$ cat src/verilog/fbm_pkg.sv
package fbm_pkg;
  // ==========================================================
  // geometry
  localparam int ADDR_W = 17;
  localparam int DATA_W = 8;
  localparam int SECT_W = 3;
  localparam int SECT_LSB = 14;
  localparam int SECT_COUNT = 8;
  // ==========================================================
  // raised-voltage autoselect address bits
  localparam int HV_BIT = 9;
  localparam int AS_SEL_BIT = 6;
  localparam int AS_A1_BIT = 1;
  localparam int AS_A0_BIT = 0;
  localparam logic [1:0] AS_SEL_MFR = 2'h0;
  localparam logic [1:0] AS_SEL_DEV = 2'h1;
  localparam logic [1:0] AS_SEL_PROT = 2'h2;
  localparam logic [7:0] PROT_MASK = 8'h01;
  // ==========================================================
  // timing
  localparam int CLK_NS = 100;
  localparam int T_CE_NS = 120;
  localparam int T_OE_NS = 50;
  localparam int T_WP_NS = 100;
  localparam int T_HOLD_NS = 100;
  localparam int CE_CYC = (T_CE_NS + CLK_NS - 1) / CLK_NS;
  localparam int OE_CYC = (T_OE_NS + CLK_NS - 1) / CLK_NS;
  localparam int WP_CYC = (T_WP_NS + CLK_NS - 1) / CLK_NS;
  localparam int HOLD_CYC = (T_HOLD_NS + CLK_NS - 1) / CLK_NS;
  localparam int CNT_W = 4;
  // ==========================================================
  // host requests
  typedef enum logic [1:0] {
    FBM_OP_READ,
    FBM_OP_WRITE,
    FBM_OP_ID
  } fbm_op_t;
endpackage : fbm_pkg

$ cat src/verilog/fbm_pins_if.sv
interface fbm_pins_if;
  logic chip_select_low;
  logic output_gate_low;
  logic write_strobe_low;
  logic high_voltage_en;
  logic [fbm_pkg::ADDR_W-1:0] address_pins;
  logic [fbm_pkg::DATA_W-1:0] data_out;
  logic data_oe_n;
  logic [fbm_pkg::DATA_W-1:0] data_in_sync;
  modport ctl (
    output chip_select_low, output_gate_low, write_strobe_low, high_voltage_en,
    output address_pins, data_out, data_oe_n,
    input data_in_sync
  );
  modport drv (
    input chip_select_low, output_gate_low, write_strobe_low, high_voltage_en,
    input address_pins, data_out, data_oe_n,
    output data_in_sync
  );
endinterface : fbm_pins_if

$ cat src/verilog/fbm_host.sv
// How it works
// - read: select and output gate low, write strobe high; device drives byte.
// - write: strobe and select low, output gate high; host drives data.
// - host waits full chip-select access time before sampling read data.
// - raised-voltage autoselect: A9 high voltage, A6 low, A1/A0 choose code.
// - protection check drives sector bits; bit 0 set means protected.
module fbm_host #(
  parameter int CE_CYC = fbm_pkg::CE_CYC,
  parameter int OE_CYC = fbm_pkg::OE_CYC,
  parameter int WP_CYC = fbm_pkg::WP_CYC,
  parameter int HOLD_CYC = fbm_pkg::HOLD_CYC
) (
  // clock and reset
  input wire logic clk,
  input wire logic sys_rst,
  // request
  input wire logic req_valid,
  output logic req_ready,
  input wire fbm_pkg::fbm_op_t req_op,
  input wire logic [fbm_pkg::ADDR_W-1:0] req_addr,
  input wire logic [fbm_pkg::DATA_W-1:0] req_wdata,
  input wire logic [1:0] req_id_sel,
  input wire logic [fbm_pkg::SECT_W-1:0] req_sector,
  // answer
  output logic rsp_valid,
  output logic [fbm_pkg::DATA_W-1:0] rsp_rdata,
  output logic rsp_protected,
  // device pins
  output logic ce_n,
  output logic oe_n,
  output logic we_n,
  output logic hv_en,
  output logic [fbm_pkg::ADDR_W-1:0] addr,
  output logic [fbm_pkg::DATA_W-1:0] dq_out,
  output logic dq_oe_n,
  input wire logic [fbm_pkg::DATA_W-1:0] dq_in
);
  // ==========================================================
  // state
  typedef enum logic [2:0] {
    FBM_IDLE,
    FBM_SETUP,
    FBM_RD_WAIT,
    FBM_RD_SAMPLE,
    FBM_WR_PULSE,
    FBM_HOLD
  } fbm_state_t;

  fbm_pins_if pins ();
  fbm_state_t state_q, state_d;
  logic [fbm_pkg::CNT_W-1:0] cnt_q, cnt_d;
  logic is_write_q, is_id_q;
  logic is_prot_q;
  logic prot_q;
  logic [fbm_pkg::ADDR_W-1:0] addr_q;
  logic [fbm_pkg::DATA_W-1:0] wdata_q;
  logic [fbm_pkg::DATA_W-1:0] rdata_q;
  logic rsp_valid_q;

  function automatic logic [fbm_pkg::CNT_W-1:0] fbm_cnt(input int n);
    fbm_cnt = fbm_pkg::CNT_W'(n);
  endfunction : fbm_cnt

  // ==========================================================
  // state decode
  // named wires for the idle, sample and hold state tests keep strobes and sequencer in step
  wire logic st_idle = (state_q == FBM_IDLE);
  wire logic st_sample = (state_q == FBM_RD_SAMPLE);
  wire logic st_hold = (state_q == FBM_HOLD);

  // ==========================================================
  // address shaping
  wire logic take = req_valid && req_ready;
  wire logic is_id_req = (req_op == fbm_pkg::FBM_OP_ID);
  wire logic is_prot_req = is_id_req && (req_id_sel == fbm_pkg::AS_SEL_PROT);
  wire logic prot_bit = ((pins.data_in_sync & fbm_pkg::PROT_MASK) != '0);
  // high-voltage autoselect: A9 raised, A6 low, A1/A0 pick the code, sector on top bits
  wire logic [fbm_pkg::ADDR_W-1:0] id_addr =
    (fbm_pkg::ADDR_W'(req_sector) << fbm_pkg::SECT_LSB)
    | (fbm_pkg::ADDR_W'(req_id_sel[1]) << fbm_pkg::AS_A1_BIT)
    | (fbm_pkg::ADDR_W'(req_id_sel[0]) << fbm_pkg::AS_A0_BIT);
  wire logic [fbm_pkg::ADDR_W-1:0] next_addr = is_id_req ? id_addr : req_addr;

  // ==========================================================
  // sequencer
  // the full chip-select access time is counted even for back-to-back reads,
  // since chip select is released between cycles
  wire logic cnt_done = (cnt_q == '0);
  always_comb begin
    state_d = state_q;
    cnt_d = cnt_done ? cnt_q : cnt_q - fbm_cnt(1);
    unique case (state_q)
      FBM_IDLE: begin
        if (take) begin
          state_d = FBM_SETUP;
          cnt_d = '0;
        end
      end
      FBM_SETUP: begin
        if (is_write_q) begin
          state_d = FBM_WR_PULSE;
          cnt_d = fbm_cnt(WP_CYC - 1);
        end else begin
          state_d = FBM_RD_WAIT;
          // pin register plus two sync stages add latency on top of access time
          cnt_d = fbm_cnt((CE_CYC > OE_CYC ? CE_CYC : OE_CYC) + 2);
        end
      end
      FBM_RD_WAIT: begin
        if (cnt_done) begin
          state_d = FBM_RD_SAMPLE;
        end
      end
      FBM_RD_SAMPLE: begin
        state_d = FBM_HOLD;
        cnt_d = fbm_cnt(HOLD_CYC);
      end
      FBM_WR_PULSE: begin
        if (cnt_done) begin
          state_d = FBM_HOLD;
          cnt_d = fbm_cnt(HOLD_CYC);
        end
      end
      FBM_HOLD: begin
        if (cnt_done) begin
          state_d = FBM_IDLE;
        end
      end
    endcase
  end

  always_ff @(posedge clk or posedge sys_rst) begin
    if (sys_rst) begin
      state_q <= FBM_IDLE;
      cnt_q <= '0;
    end else begin
      state_q <= state_d;
      cnt_q <= cnt_d;
    end
  end

  always_ff @(posedge clk or posedge sys_rst) begin
    if (sys_rst) begin
      is_write_q <= 1'b0;
      is_id_q <= 1'b0;
      is_prot_q <= 1'b0;
      addr_q <= '0;
      wdata_q <= '0;
    end else if (take) begin
      is_write_q <= (req_op == fbm_pkg::FBM_OP_WRITE);
      is_id_q <= is_id_req;
      is_prot_q <= is_prot_req;
      addr_q <= next_addr;
      wdata_q <= req_wdata;
    end
  end

  always_ff @(posedge clk or posedge sys_rst) begin
    if (sys_rst) begin
      rdata_q <= '0;
      rsp_valid_q <= 1'b0;
      prot_q <= 1'b0;
    end else begin
      rsp_valid_q <= st_sample;
      // only the protection selection sets the flag: an id code may have bit 0 set
      prot_q <= st_sample && is_prot_q && prot_bit;
      if (st_sample) begin
        rdata_q <= pins.data_in_sync;
      end
    end
  end

  // ==========================================================
  // strobe decode
  wire logic in_cycle = !st_idle;
  wire logic rd_phase = (state_q == FBM_RD_WAIT) || st_sample;
  wire logic wr_phase = (state_q == FBM_WR_PULSE);
  // address is set up in SETUP with strobe high, so the device latches it
  // on the write strobe fall; data stays put through HOLD past the rise
  assign pins.chip_select_low = !(in_cycle && (!st_hold || is_write_q));
  assign pins.output_gate_low = !rd_phase;
  assign pins.write_strobe_low = !wr_phase;
  assign pins.high_voltage_en = in_cycle && is_id_q;
  assign pins.address_pins = addr_q;
  assign pins.data_out = wdata_q;
  // host drives data only while output gate is high, so no fight with
  assign pins.data_oe_n = !(is_write_q && in_cycle && !rd_phase);

  fbm_pin_drv u_drv (
    .clk(clk),
    .sys_rst(sys_rst),
    .pins(pins),
    .ce_n(ce_n),
    .oe_n(oe_n),
    .we_n(we_n),
    .hv_en(hv_en),
    .addr(addr),
    .dq_out(dq_out),
    .dq_oe_n(dq_oe_n),
    .dq_in(dq_in)
  );

  // ==========================================================
  // answer
  assign req_ready = st_idle;
  assign rsp_valid = rsp_valid_q;
  assign rsp_rdata = rdata_q;
  assign rsp_protected = prot_q;
endmodule : fbm_host

$ cat src/verilog/fbm_pin_drv.sv
module fbm_pin_drv (
  // clock and reset
  input wire logic clk,
  input wire logic sys_rst,
  // internal side
  fbm_pins_if.drv pins,
  // device pins
  output logic ce_n,
  output logic oe_n,
  output logic we_n,
  output logic hv_en,
  output logic [fbm_pkg::ADDR_W-1:0] addr,
  output logic [fbm_pkg::DATA_W-1:0] dq_out,
  output logic dq_oe_n,
  input wire logic [fbm_pkg::DATA_W-1:0] dq_in
);
  // ==========================================================
  // pin registers: glitch-free strobes, no combinational paths out
  logic [fbm_pkg::DATA_W-1:0] meta_q;
  logic [fbm_pkg::DATA_W-1:0] sync_q;
  always_ff @(posedge clk or posedge sys_rst) begin
    if (sys_rst) begin
      ce_n <= 1'b1;
      oe_n <= 1'b1;
      we_n <= 1'b1;
      hv_en <= 1'b0;
      addr <= '0;
      dq_out <= '0;
      dq_oe_n <= 1'b1;
      meta_q <= '0;
      sync_q <= '0;
    end else begin
      ce_n <= pins.chip_select_low;
      oe_n <= pins.output_gate_low;
      we_n <= pins.write_strobe_low;
      hv_en <= pins.high_voltage_en;
      addr <= pins.address_pins;
      dq_out <= pins.data_out;
      dq_oe_n <= pins.data_oe_n;
      meta_q <= dq_in;
      sync_q <= meta_q;
    end
  end
  assign pins.data_in_sync = sync_q;
endmodule : fbm_pin_drv

$ cat config.mk
export PLATFORM = sky130hd
export DESIGN_NAME = fbm_host
export DESIGN_NICKNAME = d
export VERILOG_FILES = /design/src/verilog/fbm_pkg.sv /design/src/verilog/fbm_pins_if.sv /design/src/verilog/fbm_host.sv /design/src/verilog/fbm_pin_drv.sv
export SDC_FILE = /design/constraint.sdc
export NUM_CORES = 1
export LEC_CHECK = 0
export BUFFER_PORTS_ARGS = -buffer_cell sky130_fd_sc_hd__clkbuf_2
export CAP_MARGIN = 0
export CORE_AREA = 2 2 109 100
export DETAILED_ROUTE_END_ITERATION = 7
export DIE_AREA = 0 0 111 102
export PLACE_DENSITY = 0.55
export SYNTH_ARGS = -nofsm -noshare
export SYNTH_HDL_FRONTEND = slang
export SYNTH_SLANG_ARGS = --single-unit
$ cat constraint.sdc
create_clock -name clk -period 5.3 [get_ports clk]
set_input_delay 1.06 -clock clk [delete_from_list [all_inputs] [get_ports clk]]
set_output_delay 1.06 -clock clk [all_outputs]
set_load 0.01 [all_outputs]
## Word-level counts from Yosys, hierarchy flattened

Index checks and enable logic that the tools add are counted.
Widths: inputs -> output; s select.

| word-level totals | value |
|---|---|
| register bits | 91 |
| bits in latches | 0 |
| RAM bits | 0 |
| ROM bits | 0 |
| bits of input ports | 43 |
| word-level logic and storage cells | 65 |
| memories kept | 0 |

| cells by class | value |
|---|---|
| add/subtract/negate cells | 1 |
| multiply operators | 0 |
| div/mod/pow operators | 0 |
| $lt $le $gt $ge | 0 |
| equal/unequal tests | 12 |
| shifts and indexed selects | 0 |
| mux-type cells | 12 |
| bitwise operators | 2 |
| reduce and logical (&&, ||, !) cells | 19 |

Operators by type and width:

| cell | count |
|---|---|
| $mux 3 | 6 |
| $pmux 3 s6 | 1 |
| $mux 17 | 1 |
| $or 17x1->17 | 1 |
| $or 17x2->17 | 1 |
| $pmux 4 s4 | 1 |
| $mux 4 | 3 |
| $logic_and 1x1->1 | 8 |
| $eq 3x2->1 const B | 2 |
| $eq 3x3->1 const B | 2 |
| $logic_not 1->1 | 6 |
| $eq 2x2->1 const B | 2 |
| $logic_not 4->1 | 1 |
| $ne 2x1->1 const B | 2 |
| $ne 2x2->1 const B | 2 |
| $reduce_and 4->1 | 1 |
| $sub 4x1->4 const B | 1 |
| $eq 3x1->1 const B | 1 |
| $logic_not 3->1 | 1 |
| $eq 2x1->1 const B | 1 |
| $logic_or 1x1->1 | 2 |

## Depth between registers and ports, before layout

Gate-level depths: netlist of run 1.

| logic depth | value |
|---|---|
| word-level depth | 5 |
| gate-level depth with buffers | 8 |
| mapped depth without buffers | 8 |

## By module

From an unflattened synthesis of run 1, not the netlist that was laid out.

| unflattened totals | value |
|---|---|
| cell total of the unflattened synthesis | 228 |
| area total of the unflattened synthesis | 3178.0 sq um |

Modules (own cells, without submodules):

| module | instances | cells each | area each (sq um) | seq. area each (sq um) |
|---|---|---|---|---|
| fbm_host | 1 | 181 | 2018.2 | 1126.1 |
| fbm_pin_drv | 1 | 47 | 1159.9 | 1156.1 |

## Least setup slack after synthesis of run 1

OpenSTA, ideal clock, no wires.

| timing path | value |
|---|---|
| kind | input to register |
| start point | input port req_valid |
| end point | register wdata_q (netlist bit pins.data_out[0]) |
| setup time | 0.125 ns |
| arrival time | 1.964 ns |
| data required time | 5.175 ns |
| slack | 3.210 ns |
| stages | 3 |
| path buffers | 1 |
| cell sequence | or4b_4 > buf_6 > mux2_4 |

| between the ends | value |
|---|---|
| word-level cells in the longest chain between the ends | 1 |

Ends and longest elaborated chain:

| element | line | source |
|---|---|---|
| start: declaration | fbm_host.sv:17 | `input wire logic req_valid,` |
| $logic_and 1x1->1 | fbm_host.sv:73 | `wire logic take = req_valid && req_ready;` |
| end signal: assignment | fbm_host.sv:154 | `wdata_q <= req_wdata;` |
| end: declaration | fbm_host.sv:56 | `logic [fbm_pkg::DATA_W-1:0] wdata_q;` |

Every way passes these cells.
A chain may end at the register's enable or synchronous reset.

## Final worst setup path of run 1

| timing path | value |
|---|---|
| start point | register state_q[1] |
| end point | output port req_ready |

| between the ends | value |
|---|---|
| word-level cells in the longest chain between the ends | 1 |

Ends and longest elaborated chain:

| element | line | source |
|---|---|---|
| start: declaration | fbm_host.sv:50 | `fbm_state_t state_q, state_d;` |
| start signal: assignment | fbm_host.sv:137 | `state_q <= state_d;` |
| $logic_not 3->1 | fbm_host.sv:67 | `wire logic st_idle = (state_q == FBM_IDLE);` |
| end: declaration | fbm_host.sv:18 | `output logic req_ready,` |

Every way passes these cells.

==> results of run 1 <==
[power by group through the flow]
stage | registers (mW) | logic (mW) | clock network, mW
finish | 1.12 | 0.637 | 0.611
global route | 1.16 | 0.716 | 0.667
CTS | 1.13 | 0.651 | 0.639
detailed placement | 1.14 | 0.650 | 0
global placement | 1.13 | 0.634 | 0
floorplan | 1.15 | 0.392 | 0
[layout make-up]
cell class | instances | share of cell area (%)
Clock buffer | 10 | 5.993
Tap cell | 129 | 4.048
Inverter | 7 | 0.7217
Timing Repair Buffer | 83 | 10.42
Sequential cell | 91 | 57.23
Multi-Input combinational cell | 119 | 20.14
Clock inverter | 6 | 1.443
[flip-flops by register name (all words and copies together), names as in the netlist, 3 cells and up]
signal	count
addr_q	17
cnt_q	4
pins.data_out	8
rsp_rdata	8
state_q	3
u_drv.addr	17
u_drv.dq_out	8
u_drv.meta_q	8
u_drv.pins.data_in_sync	8
[path summary, 6_finish.rpt]
path | slack [ns] | cells past startpoint | endpoint
max | 2.66 | 3 | req_ready
min | 0.35 | 0 | u_drv.pins.data_in_sync[1]
max reg2reg | 3.38 | 2 | pins.data_out[6]
min reg2reg | 0.35 | 0 | u_drv.pins.data_in_sync[1]
max in group asynchronous | 3.61 | 2 | addr_q[14]
min in group asynchronous | 0.99 | 2 | u_drv.pins.data_in_sync[2]
[worst max-delay path: cells and delay by family (launching register included)]
| kind | cells | cell delay (ns) |
|---|---|---|
| buf+inv | 1 | 0.17 |
| simple gates | 2 | 0.55 |
| flops | 1 | 0.53 |
[layer usage]
metal,up-vias,track usage [%],share of wire (%)
li1,934,-,-
met1,937,14.60,46
met2,43,17.08,48
met3,6,4.211,5.8
met4,0,2.885,1.0
met5,-,0,0
[cells by family (layout without fill, tap and decap cells)]
kind of cell,after synthesis,after routing,synth area share [%]
adders and majority gates,2,2,0.7879
and+or+nand+nor,61,61,9.141
DFF,91,91,71.87
buffers and inverters,17,106,2.837
muxes,24,24,9.220
AOI/OAI and AO/OA,32,32,6.146
[metrics by stage]
stage | util (%) | hold slack, ns | power, mW | instances
CTS | 39.42 | 0.3505 | 2.415 | 445
global placement | 36.49 | 0.3315 | 1.761 | 429
finish | 39.42 | 0.3483 | 2.368 | 445
global route | 39.42 | 0.3537 | 2.541 | 445
detailed placement | 36.49 | 0.3347 | 1.788 | 429
floorplan | - | 0.3312 | 1.544 | 227
[cell usage in the layout (no fill, tap or decap), drive strengths merged, types with 2 or more instances in the layout]
| cell | count |
|---|---|
| nor3b | 2 |
| and3 | 2 |
| mux2i | 6 |
| nor3 | 3 |
| inv | 10 |
| clkbuf | 93 |
| nor2 | 7 |
| o21ai | 20 |
| clkinvlp | 2 |
| nand2 | 34 |
| dfstp | 4 |
| ha | 2 |
| nor2b | 2 |
| o211ai | 2 |
| a211oi | 2 |
| mux2 | 18 |
| dfrtp | 87 |
| a21oi | 3 |
| nand2b | 6 |
==> metrics.cfg, run 1 <==
[global_routing]
grt_max_degree=92
grt_overflow_total=0
grt.total_usage_pct=10.97
grt_pass1_wl_um=9618
antenna_found_initial=0
first_global_vias=1938

[sta]
max_freq_mhz=379.2
rsz0062_at_grt=false
period_minus_slack_ns=2.637
skew_ns=0.01042
tightest_slew_ns=1.094
fin_tns_setup_ns=0
finalMaxSlewViolations=0
slew_headroom_pct=27.07
setup_ws_ns=2.663
hold_viol_final=0
finalSetupViolations=0
fin_crit_sh_pct=49.76

[floorplanning]
die_area_um2=11320
initial_core_util_pct=31.39
design.core.area_um2=10120
rows=35
io_pins=84
dieHeight_um=102
dieWidth_um=111

[final_layout]
fin_nets=356
seq_area_um2=2282
synthToLayoutAreaGrowth_pct=25.57
diodes=0
postLayoutCellArea_um2=3988
multiInputGateArea_um2=803.3
fillerInstances=985
drive_above_1_share_pct=39.87

[setup_path]
cp-startpoint=state_q[1]
cp_slowest_cell=dfrtp_1
critical_path_class=register to primary output
worst_path_largest_cell_delay_ns=0.53
required_ns=4.24
cp-end-kind=primary output
crit_chain=or2_2 -> nor2_1 -> clkbuf_2
crit-reg2reg-launch=state_q[1]
critPathLaunchType=register
worstPathMaxFanout=15
worstPathArrival_ns=1.58

[placed_design]
numPortBuffers=83
pre_cts_ws_ns=2.862
post_dp_cell_area_um2=3691
gp_congestion=0.7803
dp_hpwl_um=3940

[synthesis]
netlist_area_um2=3176
async_flop_share_pct=100.0
synth.net_count=272
ys_ff_latch=91
synthTopCellsByArea=dfrtp_1 (69%), nand2_1 (4.0%), mux2_4 (3.8%), mux2_2 (3.5%), dfstp_2 (3.3%)
synth_ff_type=dfrtp_1
syn_inst=227
synth_edf_count=0
synth-seq-area-share_pct=71.87
yosysTopAreaCell=dfrtp_1
yosysTopAreaCellShare_pct=68.56
synth_common_cells=dfrtp_1 (87), nand2_1 (34), o21ai_0 (17)
synth_cell_type_count=33
synth_most_common_cell=dfrtp_1
yosysWarnings=0
avgSynthCellArea_um2=13.99

[clock_tree]
worstSkewPairLatency_ns=0.33
h-tree-depth=3
cts.sinks=91
clockBufferDepth=2
numCtsBuffers=9
cts_tree=built
postCtsHoldBufs=0
cts_root_buffer=clkbuf_16
cts-resized-gates=0
cts_setup_buffers=0
cts.clk_slew.worst_paths_ns=0.07

[power]
p_clk_share_pct=25.8
power_frac_seq_pct=47.3
power.share.switching_pct=31.66
comb_power_share_pct=26.9
max-vdd-ir-drop_mv=0.2654
power_leakage_nw=2.008
p_per_area_nw_per_um2=593.8
p_sw_mw=0.7497
p_int_mw=1.618

[routing]
drt_iter0_markers=37
drc=0
ant_nets=0
post_drt_wl_per_cell_um=13.06
vias=1920
dr.pass1.iters=4
viasPerCell=4.315
wl_um=5811

[min_path]
hp-class=register to register
hp-start=u_drv.meta_q[1]

[run_status]
status=completed

[job]
maxCapViolCount=0

Note: power is estimated with default switching activity, not from simulation.
==> run 2: changes to the inputs <==
--- a/config.mk
+++ b/config.mk
@@ -5,12 +5,13 @@
 export SDC_FILE = /design/constraint.sdc
 export NUM_CORES = 1
 export LEC_CHECK = 0
+export ABC_AREA = 1
 export BUFFER_PORTS_ARGS = -buffer_cell sky130_fd_sc_hd__clkbuf_2
 export CAP_MARGIN = 0
-export CORE_AREA = 2 2 109 100
+export CORE_AREA = 2 2 107 99
 export DETAILED_ROUTE_END_ITERATION = 7
-export DIE_AREA = 0 0 111 102
-export PLACE_DENSITY = 0.55
+export DIE_AREA = 0 0 109 101
+export PLACE_DENSITY = 0.56
 export SYNTH_ARGS = -nofsm -noshare
 export SYNTH_HDL_FRONTEND = slang
 export SYNTH_SLANG_ARGS = --single-unit
==> constraint.sdc (replaced) <==
create_clock -name clk -period 2.65 [get_ports clk]
set_input_delay 0.53 -clock clk [delete_from_list [all_inputs] [get_ports clk]]
set_output_delay 0.53 -clock clk [all_outputs]
set_load 0.01 [all_outputs]
==> metrics.cfg, run 2 <==
[routing]
post_drt_wl_per_cell_um=12.21
drt_iter0_markers=62
vias=2106
dr.pass1.iters=4
drc=0
viasPerCell=4.179
ant_nets=0
wl_um=6153

[placed_design]
dp_hpwl_um=4243
post_dp_cell_area_um2=3696
numPortBuffers=83
place_inst=488
gp_congestion=0.8142

[power]
power_leakage_nw=2.065
max-vdd-ir-drop_mv=0.3206
p_per_area_nw_per_um2=1101
totalPowerFinal_mw=4.257

[floorplanning]
design.core.area_um2=9941
dieWidth_um=109
dieHeight_um=101
rows=35
die_area_um2=11010
io_pins=84
initial_core_util_pct=31.30

[synthesis]
synth_most_common_cell=nand2_1
synthTopCellsByArea=dfrtp_1 (70%), nand2_1 (13%), dfstp_2 (3.4%), nand3_1 (2.3%), inv_1 (2.1%)
synth_cell_type_count=20
synth_common_cells=nand2_1 (110), dfrtp_1 (87), inv_1 (17)
synth_ff_type=dfrtp_1
ys_ff_latch=91
yosysWarnings=0
synth.net_count=323
avgSynthCellArea_um2=11.19
async_flop_share_pct=100.0
yosysTopAreaCellShare_pct=69.96
yosysTopAreaCell=dfrtp_1
synth_edf_count=0
syn_inst=278
netlist_area_um2=3112
synth-seq-area-share_pct=73.34

[min_path]
hp-start=dq_in[6]
hp-class=input port to register
holdPathStages=1
hold_end=u_drv.meta_q[6]

[sta]
fin_crit_sh_pct=67.88
finalMaxSlewViolations=0
rsz0062_at_grt=false
fin_tns_setup_ns=0
hold_viol_final=0
slew_headroom_pct=60.71
holdWs_ns=0.2824
finalSetupViolations=0
period_minus_slack_ns=1.799
tightest_slew_ns=0.5871
max_freq_mhz=555.9
skew_ns=0.007500

[setup_path]
worst_path_largest_cell_delay_ns=0.45
worstPathMaxFanout=4
crit_chain=nor2_4 -> nand2_2 -> inv_2 -> clkbuf_2
critPathLaunchType=register
worstRegToRegCells=7
critPathBufInv=2
critical_path_class=register to primary output
cp-startpoint=state_q[1]
r2r_end=addr_q[12]
reg2reg_slack_ns=0.91
worstPathArrival_ns=1.27
crit_family=flip-flops
required_ns=2.12
cp_slowest_cell=dfrtp_1
crit-reg2reg-launch=state_q[1]
cp-end-kind=primary output

[clock_tree]
postCtsHoldBufs=0
h-tree-depth=3
cts_tree=built
worstSkewPairLatency_ns=0.34
cts.clk_slew.worst_paths_ns=0.09
cts_setup_buffers=0
numCtsBuffers=9
cts_root_buffer=clkbuf_8
cts-resized-gates=0
cts.sinks=91
clockBufferDepth=2

[final_layout]
drive_above_1_share_pct=30.93
diodes=0
mostFrequentLayoutCell=nand2_1
fin_cells=504
layout_common_cells=nand2_1 (110), dfrtp_1 (87), clkbuf_2 (83)
postLayoutCellArea_um2=3866
reg_top3=addr_q x17, u_drv.addr x17
fin_nets=415
synthToLayoutAreaGrowth_pct=24.25
fillerInstances=989

[global_routing]
antenna_found_initial=0
grt_overflow_total=0
grt_max_degree=92
first_global_vias=2091
grt.total_usage_pct=12.07
grt_pass1_wl_um=10110

[run_status]
status=completed

[job]
maxCapViolCount=0

run 2: how the worst max path moves through the flow:
| stage | cells past startpoint | end | slack (ns) |
|---|---|---|---|
| after global routing | 4 | req_ready | 0.78 |
| after floorplan | 1 | addr_q[0] | 1.06 |
| final | 4 | req_ready | 0.85 |
| after global placement | 7 | is_prot_q | 0.88 |
| after CTS | 4 | req_ready | 0.83 |
| after detailed placement | 7 | is_prot_q | 0.86 |
run 2: through the flow:
step | utilization, % | setup slack [ns]
final | 38.89 | 0.8513
after global placement | 37.18 | 0.8797
after detailed placement | 37.18 | 0.8621
after global routing | 38.89 | 0.7844
after floorplan | - | 1.060
after CTS | 38.89 | 0.8313
run 2: final cells by class:
cell class / instances / area, um2 / area share (%)
clock buffer: 10 / 127.6 / 3.301
clock inverter: 6 / 42.54 / 1.100
sequential: 91 / 2282 / 59.03
inverter: 20 / 78.83 / 2.039
multi-input combinational: 162 / 723.2 / 18.71
timing repair buffer: 86 / 450.4 / 11.65
tap: 129 / 161.4 / 4.175
run 2: metal layers:
metal  part of all wire (%)  global-route usage [%]  vias up
met4                    2.6                   6.903        0
met2                     46                   17.82       67
li1                       -                       -     1047
met1                     46                   16.19      977
met3                    5.6                   2.909       15
met5                      0                       0        -
run 2: cells by family after synthesis:
logic type | count (synthesis) | synth area share (%)
compound gates | 16 | 3.137
flops | 91 | 73.34
buf+inv | 25 | 3.418
simple gates | 144 | 19.30
fa+ha+maj | 2 | 0.8041
run 2: report_power, final:
| part | internal, mW | switching, mW | total [mW] |
|---|---|---|---|
| Combinational | 0.500 | 0.799 | 1.30 |
| Sequential | 1.91 | 0.231 | 2.14 |
| Clock | 0.341 | 0.472 | 0.813 |
